## config.mk

```make
export PLATFORM = sky130hd
export DESIGN_NAME = option_rom_config_mapper
export DESIGN_NICKNAME = d
export VERILOG_FILES = /design/src/hdl/rom_map_pkg.sv /design/src/hdl/rom_byte_cycle.sv /design/src/hdl/option_rom_config_mapper.sv
export SDC_FILE = /design/constraint.sdc
export NUM_CORES = 1
export LEC_CHECK = 0
export BUFFER_PORTS_ARGS = -buffer_cell sky130_fd_sc_hd__buf_4
export CAP_MARGIN = 0
export CORE_ASPECT_RATIO = 1.75
export CORE_MARGIN = 4
export CORE_UTILIZATION = 25
export DETAILED_ROUTE_END_ITERATION = 10
export SKIP_CTS_REPAIR_TIMING = 1
export SKIP_LAST_GASP = 1
export SLEW_MARGIN = 20
export SYNTH_ARGS = -nofsm -noshare
export SYNTH_HDL_FRONTEND = slang
export SYNTH_HIERARCHICAL = 1
export SYNTH_SLANG_ARGS = --single-unit
```

## constraint.sdc

```tcl
create_clock -name i_clk_sys -period 9.4 [get_ports i_clk_sys]
set_clock_uncertainty 0.2 [all_clocks]
set_input_delay 0.47 -clock i_clk_sys [delete_from_list [all_inputs] [get_ports i_clk_sys]]
set_output_delay 0.47 -clock i_clk_sys [all_outputs]
set_load 0.05 [all_outputs]
```

## src/hdl/rom_map_pkg.sv

```systemverilog
// Behaviour
// - One optional 32Kx8 ROM, active-low chip select
// - ROM and redirection only when strap sampled
// - Bridge 2Ch-2Fh read from ROM 402Ch-402Fh
// - Bridge 60h-FFh read from ROM 4060h-40FFh
// - IDE 2Ch-2Fh read from ROM 412Ch-412Fh
// - Expansion ROM base plus offset reaches ROM
// - Base from expansion ROM register 30h
// - ROM cycles drive F0000h-F7FFFh only
// - Configuration writes never write the ROM
// - Config address bits 7:2 copied to ISA
// - Wide config reads split into byte reads
// - Memory space aliases configuration-mapped ROM bytes
// - Flash writes single byte, with voltage
// - Power line zero switches programming voltage
// - Feature bit 2 gates flash writes, strobe
// - Subsystem reads 00h unless 30h bit 0
package rom_map_pkg;

    // ****************************************
    // Configuration space map
    // ****************************************
    localparam logic [7:0]  FEATURE_CONTROL_OFS   = 8'h52;
    localparam logic [7:0]  FEATURE_CONTROL_RESET = 8'h20;
    localparam int          FC_FLASH_WR_BIT       = 2;
    localparam int          FC_IDE_EN_BIT         = 5;
    localparam logic [5:0]  XROM_BAR_WORD         = 6'h0C;
    localparam logic [31:0] XROM_BAR_WMASK        = 32'hFFFF_8001;
    localparam logic [31:0] XROM_BAR_RESET        = 32'h0000_0000;
    localparam int          XROM_EN_BIT           = 0;
    localparam logic [5:0]  SUBSYS_WORD           = 6'h0B;
    localparam logic [7:0]  CIS_FIRST_OFS         = 8'h60;

    // ****************************************
    // ROM placement on the ISA address bus
    // ****************************************
    localparam int          ROM_AW        = 15;
    localparam int          ISA_AW        = 20;
    localparam logic [19:0] ROM_SEG_BASE  = 20'hF0000;
    localparam logic [14:0] CFG_ROM_BASE  = 15'h4000;

    // ****************************************
    // ROM cycle timing
    // ****************************************
    localparam int ROM_ACCESS_NS = 150;
    localparam int CLK_PERIOD_NS = 50;
    localparam int ROM_CYCLES    = (ROM_ACCESS_NS + CLK_PERIOD_NS - 1) / CLK_PERIOD_NS;
    localparam int CNT_W         = 4;

    typedef struct packed {
        logic        cfg;
        logic        ide_fn;
        logic        write;
        logic [31:0] addr;
        logic [3:0]  byte_en;
        logic [31:0] wdata;
    } host_req_s;

    typedef struct packed {
        logic        cs_n;
        logic        rd_n;
        logic        wr_n;
        logic [19:0] addr;
        logic [7:0]  data;
        logic        data_oe_n;
    } rom_bus_s;

    typedef enum logic [1:0] {
        MAP_IDLE,
        MAP_LANE,
        MAP_WAIT,
        MAP_FINISH
    } map_state_e;

    typedef enum logic [1:0] {
        CYC_IDLE,
        CYC_STROBE,
        CYC_RECOVER
    } cyc_state_e;

endpackage

```

## src/hdl/rom_byte_cycle.sv

```systemverilog
`timescale 1ns/1ps
`default_nettype none
module rom_byte_cycle
    import rom_map_pkg::*;
(
    input  wire logic              i_clk_sys,
    input  wire logic              i_reset_n,
    input  wire logic              i_start,
    input  wire logic              i_write,
    input  wire logic [ISA_AW-1:0] i_addr,
    input  wire logic [7:0]        i_wdata,
    input  wire logic [7:0]        i_rom_data,
    output var  rom_bus_s          o_bus,
    output logic                   o_done,
    output logic [7:0]             o_rdata
);

    cyc_state_e             state_q;
    logic [CNT_W-1:0]       cnt_q;
    logic                   last_w;

    assign last_w = (cnt_q == CNT_W'(ROM_CYCLES - 1));

    // ****************************************
    // One byte: strobe held for the access time, then a recovery cycle
    // ****************************************
    always_ff @(posedge i_clk_sys) begin
        if (!i_reset_n) begin
            state_q <= CYC_IDLE;
            cnt_q   <= '0;
            o_done  <= 1'b0;
            o_rdata <= 8'h00;
            o_bus   <= '{cs_n: 1'b1, rd_n: 1'b1, wr_n: 1'b1, addr: ROM_SEG_BASE,
                         data: 8'h00, data_oe_n: 1'b1};
        end else begin
            o_done <= 1'b0;
            unique case (state_q)
                CYC_IDLE: begin
                    if (i_start) begin
                        state_q         <= CYC_STROBE;
                        cnt_q           <= '0;
                        o_bus.addr      <= i_addr;
                        o_bus.cs_n      <= 1'b0;
                        o_bus.rd_n      <= i_write;
                        o_bus.wr_n      <= !i_write;
                        o_bus.data      <= i_wdata;
                        o_bus.data_oe_n <= !i_write;
                    end
                end
                CYC_STROBE: begin
                    cnt_q <= cnt_q + CNT_W'(1);
                    if (last_w) begin
                        state_q    <= CYC_RECOVER;
                        o_rdata    <= i_rom_data;
                        o_bus.cs_n <= 1'b1;
                        o_bus.rd_n <= 1'b1;
                        o_bus.wr_n <= 1'b1;
                    end
                end
                CYC_RECOVER: begin
                    // Data stays driven one cycle past the write strobe for hold time
                    state_q         <= CYC_IDLE;
                    o_bus.data_oe_n <= 1'b1;
                    o_done          <= 1'b1;
                end
            endcase
        end
    end

endmodule
`default_nettype wire

```

## src/hdl/option_rom_config_mapper.sv

```systemverilog
`timescale 1ns/1ps
`default_nettype none
module option_rom_config_mapper
    import rom_map_pkg::*;
(
    input  wire logic        i_clk_sys,
    input  wire logic        i_reset_n,
    input  wire logic        i_rom_strap,
    input  wire logic        i_req_valid,
    input  wire host_req_s   i_req,
    output logic             o_req_ready,
    output logic             o_done,
    output logic             o_claimed,
    output logic [31:0]      o_rdata,
    input  wire logic        i_latched_power_line_zero,
    input  wire logic        i_low_mem_write_n,
    output logic             o_low_memory_write_strobe_n,
    output logic             o_rom_chip_select_n,
    output logic             o_rom_read_n,
    output logic             o_rom_write_n,
    output logic [19:0]      o_isa_addr,
    output logic [7:0]       o_isa_data,
    output logic             o_isa_data_oe_n,
    input  wire logic [7:0]  i_isa_data,
    output logic [7:0]       o_feature_control
);

    // ****************************************
    // State
    // ****************************************
    map_state_e       state_q;
    host_req_s        req_q;
    logic [3:0]       lanes_q;
    logic [31:0]      rdata_q;
    logic             claimed_q;
    logic             done_q;
    logic             strap_q;
    logic [7:0]       feature_q;
    logic [31:0]      bar_q [2];

    // ****************************************
    // Lane decode
    // ****************************************
    logic [1:0]       ln;
    logic             lanes_empty;
    logic [31:0]      bar_sel;
    logic             bar_en;
    logic [7:0]       cfg_ofs;
    logic             subsys_hit;
    logic             cis_hit;
    logic             cfg_redir;
    logic             mem_hit0;
    logic             mem_hit1;
    logic             mem_hit;
    logic             single_byte;
    logic             flash_wr_ok;
    logic             rom_op;
    logic [14:0]      rom_off;
    logic [19:0]      rom_addr;
    logic [7:0]       lane_wdata;
    logic [7:0]       reg_byte;
    logic             start_eng;
    rom_bus_s         eng_bus;
    logic             eng_done;
    logic [7:0]       eng_rdata;

    function automatic logic [1:0] low_lane(input logic [3:0] m);
        logic [1:0] r;
        r = 2'd3;
        if (m[2]) r = 2'd2;
        if (m[1]) r = 2'd1;
        if (m[0]) r = 2'd0;
        return r;
    endfunction

    assign ln          = low_lane(lanes_q);
    assign lanes_empty = (lanes_q == 4'h0);
    assign cfg_ofs     = {req_q.addr[7:2], ln};
    assign bar_sel     = bar_q[req_q.ide_fn];
    assign bar_en      = bar_sel[XROM_EN_BIT];
    assign lane_wdata  = req_q.wdata[8*ln +: 8];

    assign subsys_hit  = req_q.cfg && (req_q.addr[7:2] == SUBSYS_WORD) && strap_q;
    assign cis_hit     = req_q.cfg && !req_q.ide_fn && (cfg_ofs >= CIS_FIRST_OFS) && strap_q;
    // Subsystem bytes only come from the ROM once that function's ROM is enabled
    assign cfg_redir   = !req_q.write && ((subsys_hit && bar_en) || cis_hit);

    assign mem_hit0    = bar_q[0][XROM_EN_BIT]
                         && (req_q.addr[31:ROM_AW] == bar_q[0][31:ROM_AW]);
    assign mem_hit1    = bar_q[1][XROM_EN_BIT] && feature_q[FC_IDE_EN_BIT]
                         && (req_q.addr[31:ROM_AW] == bar_q[1][31:ROM_AW]);
    assign mem_hit     = !req_q.cfg && strap_q && (mem_hit0 || mem_hit1);

    assign single_byte = (req_q.byte_en != 4'h0)
                         && ((req_q.byte_en & (req_q.byte_en - 4'h1)) == 4'h0);
    assign flash_wr_ok = single_byte && feature_q[FC_FLASH_WR_BIT]
                         && i_latched_power_line_zero;
    // Config writes never reach the ROM, even to redirected bytes
    assign rom_op      = cfg_redir || (mem_hit && (!req_q.write || flash_wr_ok));

    // Config path keeps address bits 7:2 and adds the function select at bit 8
    assign rom_off     = req_q.cfg ? (CFG_ROM_BASE | {6'h00, req_q.ide_fn, cfg_ofs})
                                   : {req_q.addr[14:2], ln};
    assign rom_addr    = ROM_SEG_BASE | {5'h00, rom_off};

    always_comb begin
        reg_byte = 8'h00;
        if (req_q.cfg && (req_q.addr[7:2] == XROM_BAR_WORD)) begin
            reg_byte = bar_sel[8*ln +: 8];
        end else if (req_q.cfg && !req_q.ide_fn && (cfg_ofs == FEATURE_CONTROL_OFS)) begin
            reg_byte = feature_q;
        end
    end

    assign start_eng = (state_q == MAP_LANE) && !lanes_empty && rom_op;

    rom_byte_cycle u_cycle (
        .i_clk_sys  (i_clk_sys),
        .i_reset_n  (i_reset_n),
        .i_start    (start_eng),
        .i_write    (req_q.write),
        .i_addr     (rom_addr),
        .i_wdata    (lane_wdata),
        .i_rom_data (i_isa_data),
        .o_bus      (eng_bus),
        .o_done     (eng_done),
        .o_rdata    (eng_rdata)
    );

    // ****************************************
    // Strap capture during reset
    // ****************************************
    always_ff @(posedge i_clk_sys) begin
        if (!i_reset_n) begin
            strap_q <= i_rom_strap;
        end
    end

    // ****************************************
    // Byte lane sequencer
    // ****************************************
    always_ff @(posedge i_clk_sys) begin
        if (!i_reset_n) begin
            state_q   <= MAP_IDLE;
            req_q     <= '0;
            lanes_q   <= 4'h0;
            rdata_q   <= 32'h0000_0000;
            claimed_q <= 1'b0;
            done_q    <= 1'b0;
        end else begin
            done_q <= 1'b0;
            unique case (state_q)
                MAP_IDLE: begin
                    if (i_req_valid) begin
                        state_q <= MAP_LANE;
                        req_q   <= i_req;
                        lanes_q <= i_req.byte_en;
                        rdata_q <= 32'h0000_0000;
                    end
                end
                MAP_LANE: begin
                    if (lanes_empty) begin
                        state_q   <= MAP_FINISH;
                        claimed_q <= req_q.cfg || mem_hit;
                    end else if (rom_op) begin
                        state_q <= MAP_WAIT;
                    end else begin
                        rdata_q[8*ln +: 8] <= req_q.write ? 8'h00 : reg_byte;
                        lanes_q[ln]        <= 1'b0;
                    end
                end
                MAP_WAIT: begin
                    // Host sits in wait states until each ROM byte is back
                    if (eng_done) begin
                        state_q            <= MAP_LANE;
                        rdata_q[8*ln +: 8] <= req_q.write ? 8'h00 : eng_rdata;
                        lanes_q[ln]        <= 1'b0;
                    end
                end
                MAP_FINISH: begin
                    state_q <= MAP_IDLE;
                    done_q  <= 1'b1;
                end
            endcase
        end
    end

    // ****************************************
    // Configuration registers
    // ****************************************
    logic reg_wr;
    assign reg_wr = (state_q == MAP_LANE) && !lanes_empty && req_q.cfg && req_q.write;

    always_ff @(posedge i_clk_sys) begin
        if (!i_reset_n) begin
            feature_q <= FEATURE_CONTROL_RESET;
            bar_q[0]  <= XROM_BAR_RESET;
            bar_q[1]  <= XROM_BAR_RESET;
        end else if (reg_wr) begin
            if (!req_q.ide_fn && (cfg_ofs == FEATURE_CONTROL_OFS)) begin
                feature_q <= lane_wdata;
            end
            if (req_q.addr[7:2] == XROM_BAR_WORD) begin
                bar_q[req_q.ide_fn][8*ln +: 8] <= lane_wdata & XROM_BAR_WMASK[8*ln +: 8];
            end
        end
    end

    // ****************************************
    // Outputs
    // ****************************************
    assign o_req_ready         = (state_q == MAP_IDLE);
    assign o_done              = done_q;
    assign o_claimed           = claimed_q;
    assign o_rdata             = rdata_q;
    assign o_feature_control   = feature_q;
    // Chip select is absent entirely without the strap
    assign o_rom_chip_select_n = eng_bus.cs_n || !strap_q;
    assign o_rom_read_n        = eng_bus.rd_n;
    assign o_rom_write_n       = eng_bus.wr_n;
    assign o_isa_addr          = eng_bus.addr;
    assign o_isa_data          = eng_bus.data;
    assign o_isa_data_oe_n     = eng_bus.data_oe_n;
    assign o_low_memory_write_strobe_n = i_low_mem_write_n
                                         || !feature_q[FC_FLASH_WR_BIT];

endmodule
`default_nettype wire

```

==> results.sh <==
export IMPL_syn_area_per_cell_um2=9.14
export IMPL_clockBufferDepth=3
export IMPL_p_per_area_nw_per_um2=259
export IMPL_dr_total_vias=9450
export IMPL_crit_arrival_ns=4.32
export IMPL_grt_use_total_pct=14.3
export IMPL_wl_per_cell_um=18.7
export IMPL_cts_made_buffers=23
export IMPL_synth_edf_count=65
export IMPL_startpoint_type="register"
export IMPL_hold_path_startpoint="i_isa_data[2]"
export IMPL_gr_total_overflow=0
export IMPL_synth_fa_ha_area_share_pct=1.80
export IMPL_io_pins=161
export IMPL_place_ws_ns=5.38
export IMPL_reg2reg_setup_slack_ns=5.32
export IMPL_worstPathRequired_ns=9.65
export IMPL_ys_top_cells_by_count="nand2_1, dfxtp_1, a21oi_1"
export IMPL_synth_top_area_cell="dfxtp_1"
export IMPL_ys_seq_area_share_pct=47.3
export IMPL_nets=1453
export IMPL_drt_wl_total_mm=36.4
export IMPL_numClockSinks=230
export IMPL_routabilityCongestion=0.883
export IMPL_viasPerCell=4.87
export IMPL_hold_class="in2reg"
export IMPL_endpoint_kind="register"
export IMPL_rows=102
export IMPL_netlist_instances=1216
export IMPL_path_cells="nor2b_1 -> or2_2 -> inv_1 -> ha_1 -> or3b_2 -> nor4_2 -> a21oi_1 -> o22ai_1 -> nand2_1 -> mux2i_1"
export IMPL_drtAntennaViolNets=0
export IMPL_grt_pass1_vias=9327
export IMPL_min_to="u_cycle/o_rdata[2]"
export IMPL_dieWidth_um=167
export IMPL_drv_slew=0
export IMPL_grt_pass1_wl_mm=54.2
export IMPL_r2r_cells=10
export IMPL_nFillCells=4724
export IMPL_outcome="complete, but fails checks"
export IMPL_hold_slack_ns=-0.0183
export IMPL_path_max_fanout=14
export IMPL_drive_gt1_share_pct=20.2
export IMPL_startpoint="lanes_q[1]"
export IMPL_max_slew_margin_pct=28.1
export IMPL_syn_to_final_growth_pct=23.1
export IMPL_fp_dieH_um=287
export IMPL_path_class="reg2reg"
export IMPL_drt_iter0_markers=568
export IMPL_start_util_pct=25.2
export IMPL_cts_tree="yes"
export IMPL_hold_depth=3
export IMPL_max_stage_delay_ns=0.62
export IMPL_clk_latency_ns=0.53
export IMPL_period_share_pct=43.4
export IMPL_synth_top_family_by_area="simple AND/OR/NAND/NOR gates"
export IMPL_coreArea_um2=44200
export IMPL_drc=0
export IMPL_synth_compound_area_share_pct=15.3
export IMPL_maxCapViolations=0
export IMPL_regArea_um2=5260
export IMPL_setup_slack_ns=5.32
export IMPL_synth_warning_count=6
export IMPL_synth_area_um2=11100
export IMPL_synth_flop_cell="dfxtp_1"
export IMPL_finalHoldViolCount=7
export IMPL_grt_max_degree=81
export IMPL_peakVddDrop_mv=0.160
export IMPL_rsz0062_at_grt="false"
export IMPL_io_buffer_count=158
export IMPL_synthXorXnorAreaFrac_pct=2.76
export IMPL_fin_tns_setup_ns=0
export IMPL_fmax_mhz=245
export IMPL_synth_area_leaders="dfxtp_1, edfxtp_1, nand2_1"
export IMPL_design_area_um2=13700
export IMPL_tightestPinTransition_ns=1.08
export IMPL_root_buffer="clkbuf_16"
export IMPL_synth_mux_area_share_pct=6.66
export IMPL_dr_pass1_iters=5
export IMPL_setup_viol=0
export IMPL_r2r_start="lanes_q[1]"
export IMPL_cp_slowest_cell="nor4_2"
export IMPL_yosys_area_share_simple_pct=21.8
export IMPL_synthArstFlopShare_pct=0
export IMPL_yosysMostFrequentCell="nand2_1"
export IMPL_synth_cell_type_count=77
export IMPL_htree_levels=1
export IMPL_antenna_found_initial=0
export IMPL_timing_rr_end="o_rdata[15]"
export IMPL_fin_crit_ns=4.08
export IMPL_dieArea_um2=48000
export IMPL_antennaDiodeCount=0
export IMPL_violations="negative hold slack"
export IMPL_synth_seq_cells=230
export IMPL_multiInputGateArea_um2=5420
export IMPL_placed_area_um2=12700
export IMPL_p_leak_nw=5.15
export IMPL_path_clk_slew_ns=0.07
export IMPL_post_dp_hpwl_mm=27.0
export IMPL_synth_top_area_share_pct=29.7
==> logic make-up (layout without fill, tap and decap cells) <==
kind of cell | Yosys count | in the layout
compound gates | 249 | 249
simple gates | 520 | 520
mux | 63 | 63
flops | 230 | 230
xor+xnor | 35 | 35
other cells | 2 | 9
buf+inv | 101 | 246
fa+ha+maj | 16 | 16
==> layout make-up <==
type                       instances  area share [%]
clock buffer                      27            4.39
inverter                          22           0.604
timing repair buffer             183            10.4
sequential                       230            38.4
clock inverter                    14            1.30
multi-input combinational        892            39.6
tap                              572            5.23
==> where the power goes <==
part	switching, mW	internal [mW]	total [mW]
Sequential	0.0921	1.11	1.20
Combinational	0.926	0.439	1.37
Clock	0.402	0.569	0.970
==> through the flow <==
stage / total power [mW] / util (%) / instances
2_1_floorplan: 2.16 / - / 1223
3_3_place_gp: 2.52 / 28.8 / 1885
3_5_place_dp: 2.54 / 28.8 / 1885
4_1_cts: 3.52 / 30.6 / 1926
5_1_grt: 3.71 / 31.0 / 1940
6_report: 3.54 / 31.0 / 1940
==> sequential cells by signal (all words and copies together) (netlist names), named ones only <==
register	count
u_cycle/state_q	2
u_cycle/o_done	1
u_cycle/o_rdata	8
o_done	1
cfg_ofs	6
req_q	63
u_cycle/o_bus	32
strap_q	1
bar_q	64
o_rdata	32
u_cycle/cnt_q	4
state_q	2
o_feature_control	8
o_claimed	1
lanes_q	4
==> cells in the final DEF, fill, tap and decap left out, types with 5 or more instances in the layout <==
cell	instances
a21oi_1	112
a21oi_2	16
a221oi_1	8
a22oi_1	15
a311oi_1	5
a31oi_1	7
a32oi_1	9
and2_1	10
buf_4	169
clkbuf_16	23
clkinv_1	5
conb_1	9
dfxtp_1	164
dlygate4sd3_1	13
edfxtp_1	65
ha_1	16
inv_1	20
mux2_2	8
mux2i_1	47
mux4_2	8
nand2_1	270
nand2_2	7
nand2b_1	19
nand3_1	28
nand4_1	12
nor2_1	89
nor2b_1	31
nor3_1	5
nor4_1	11
o21ai_0	13
o21ai_1	6
o221a_1	9
o221a_2	6
o22ai_1	16
or2_2	5
xor2_1	31
==> worst max path at each step <==
stage / end / slack (ns)
floorplan: u_cycle/o_bus[10] / 6.40
detailed placement: o_rdata[15] / 5.38
global route: o_rdata[10] / 5.11
finish: o_rdata[15] / 5.32
global placement: o_rdata[15] / 5.46
CTS: o_rdata[10] / 5.35
==> critical path: cells and delay by family, from the launching register on <==
| kind | cells | cell delay [ns] |
|---|---|---|
| flip-flops | 1 | 0.60 |
| buffers and inverters | 1 | 0.25 |
| multiplexers | 1 | 0.17 |
| adder cells (fa/ha/maj) | 1 | 0.59 |
| AND/OR/NAND/NOR | 5 | 1.84 |
| AO/OA/AOI/OAI | 2 | 0.35 |
==> routing by layer <==
layer / up-vias / global-route usage, % / share of wire, %
met5: - / 0 / 0
met4: 0 / 9.10 / 7.0
met3: 110 / 2.16 / 5.3
met2: 367 / 25.8 / 51
met1: 4448 / 15.5 / 37
li1: 4525 / - / -
Note: power is estimated with default switching activity, not from simulation.
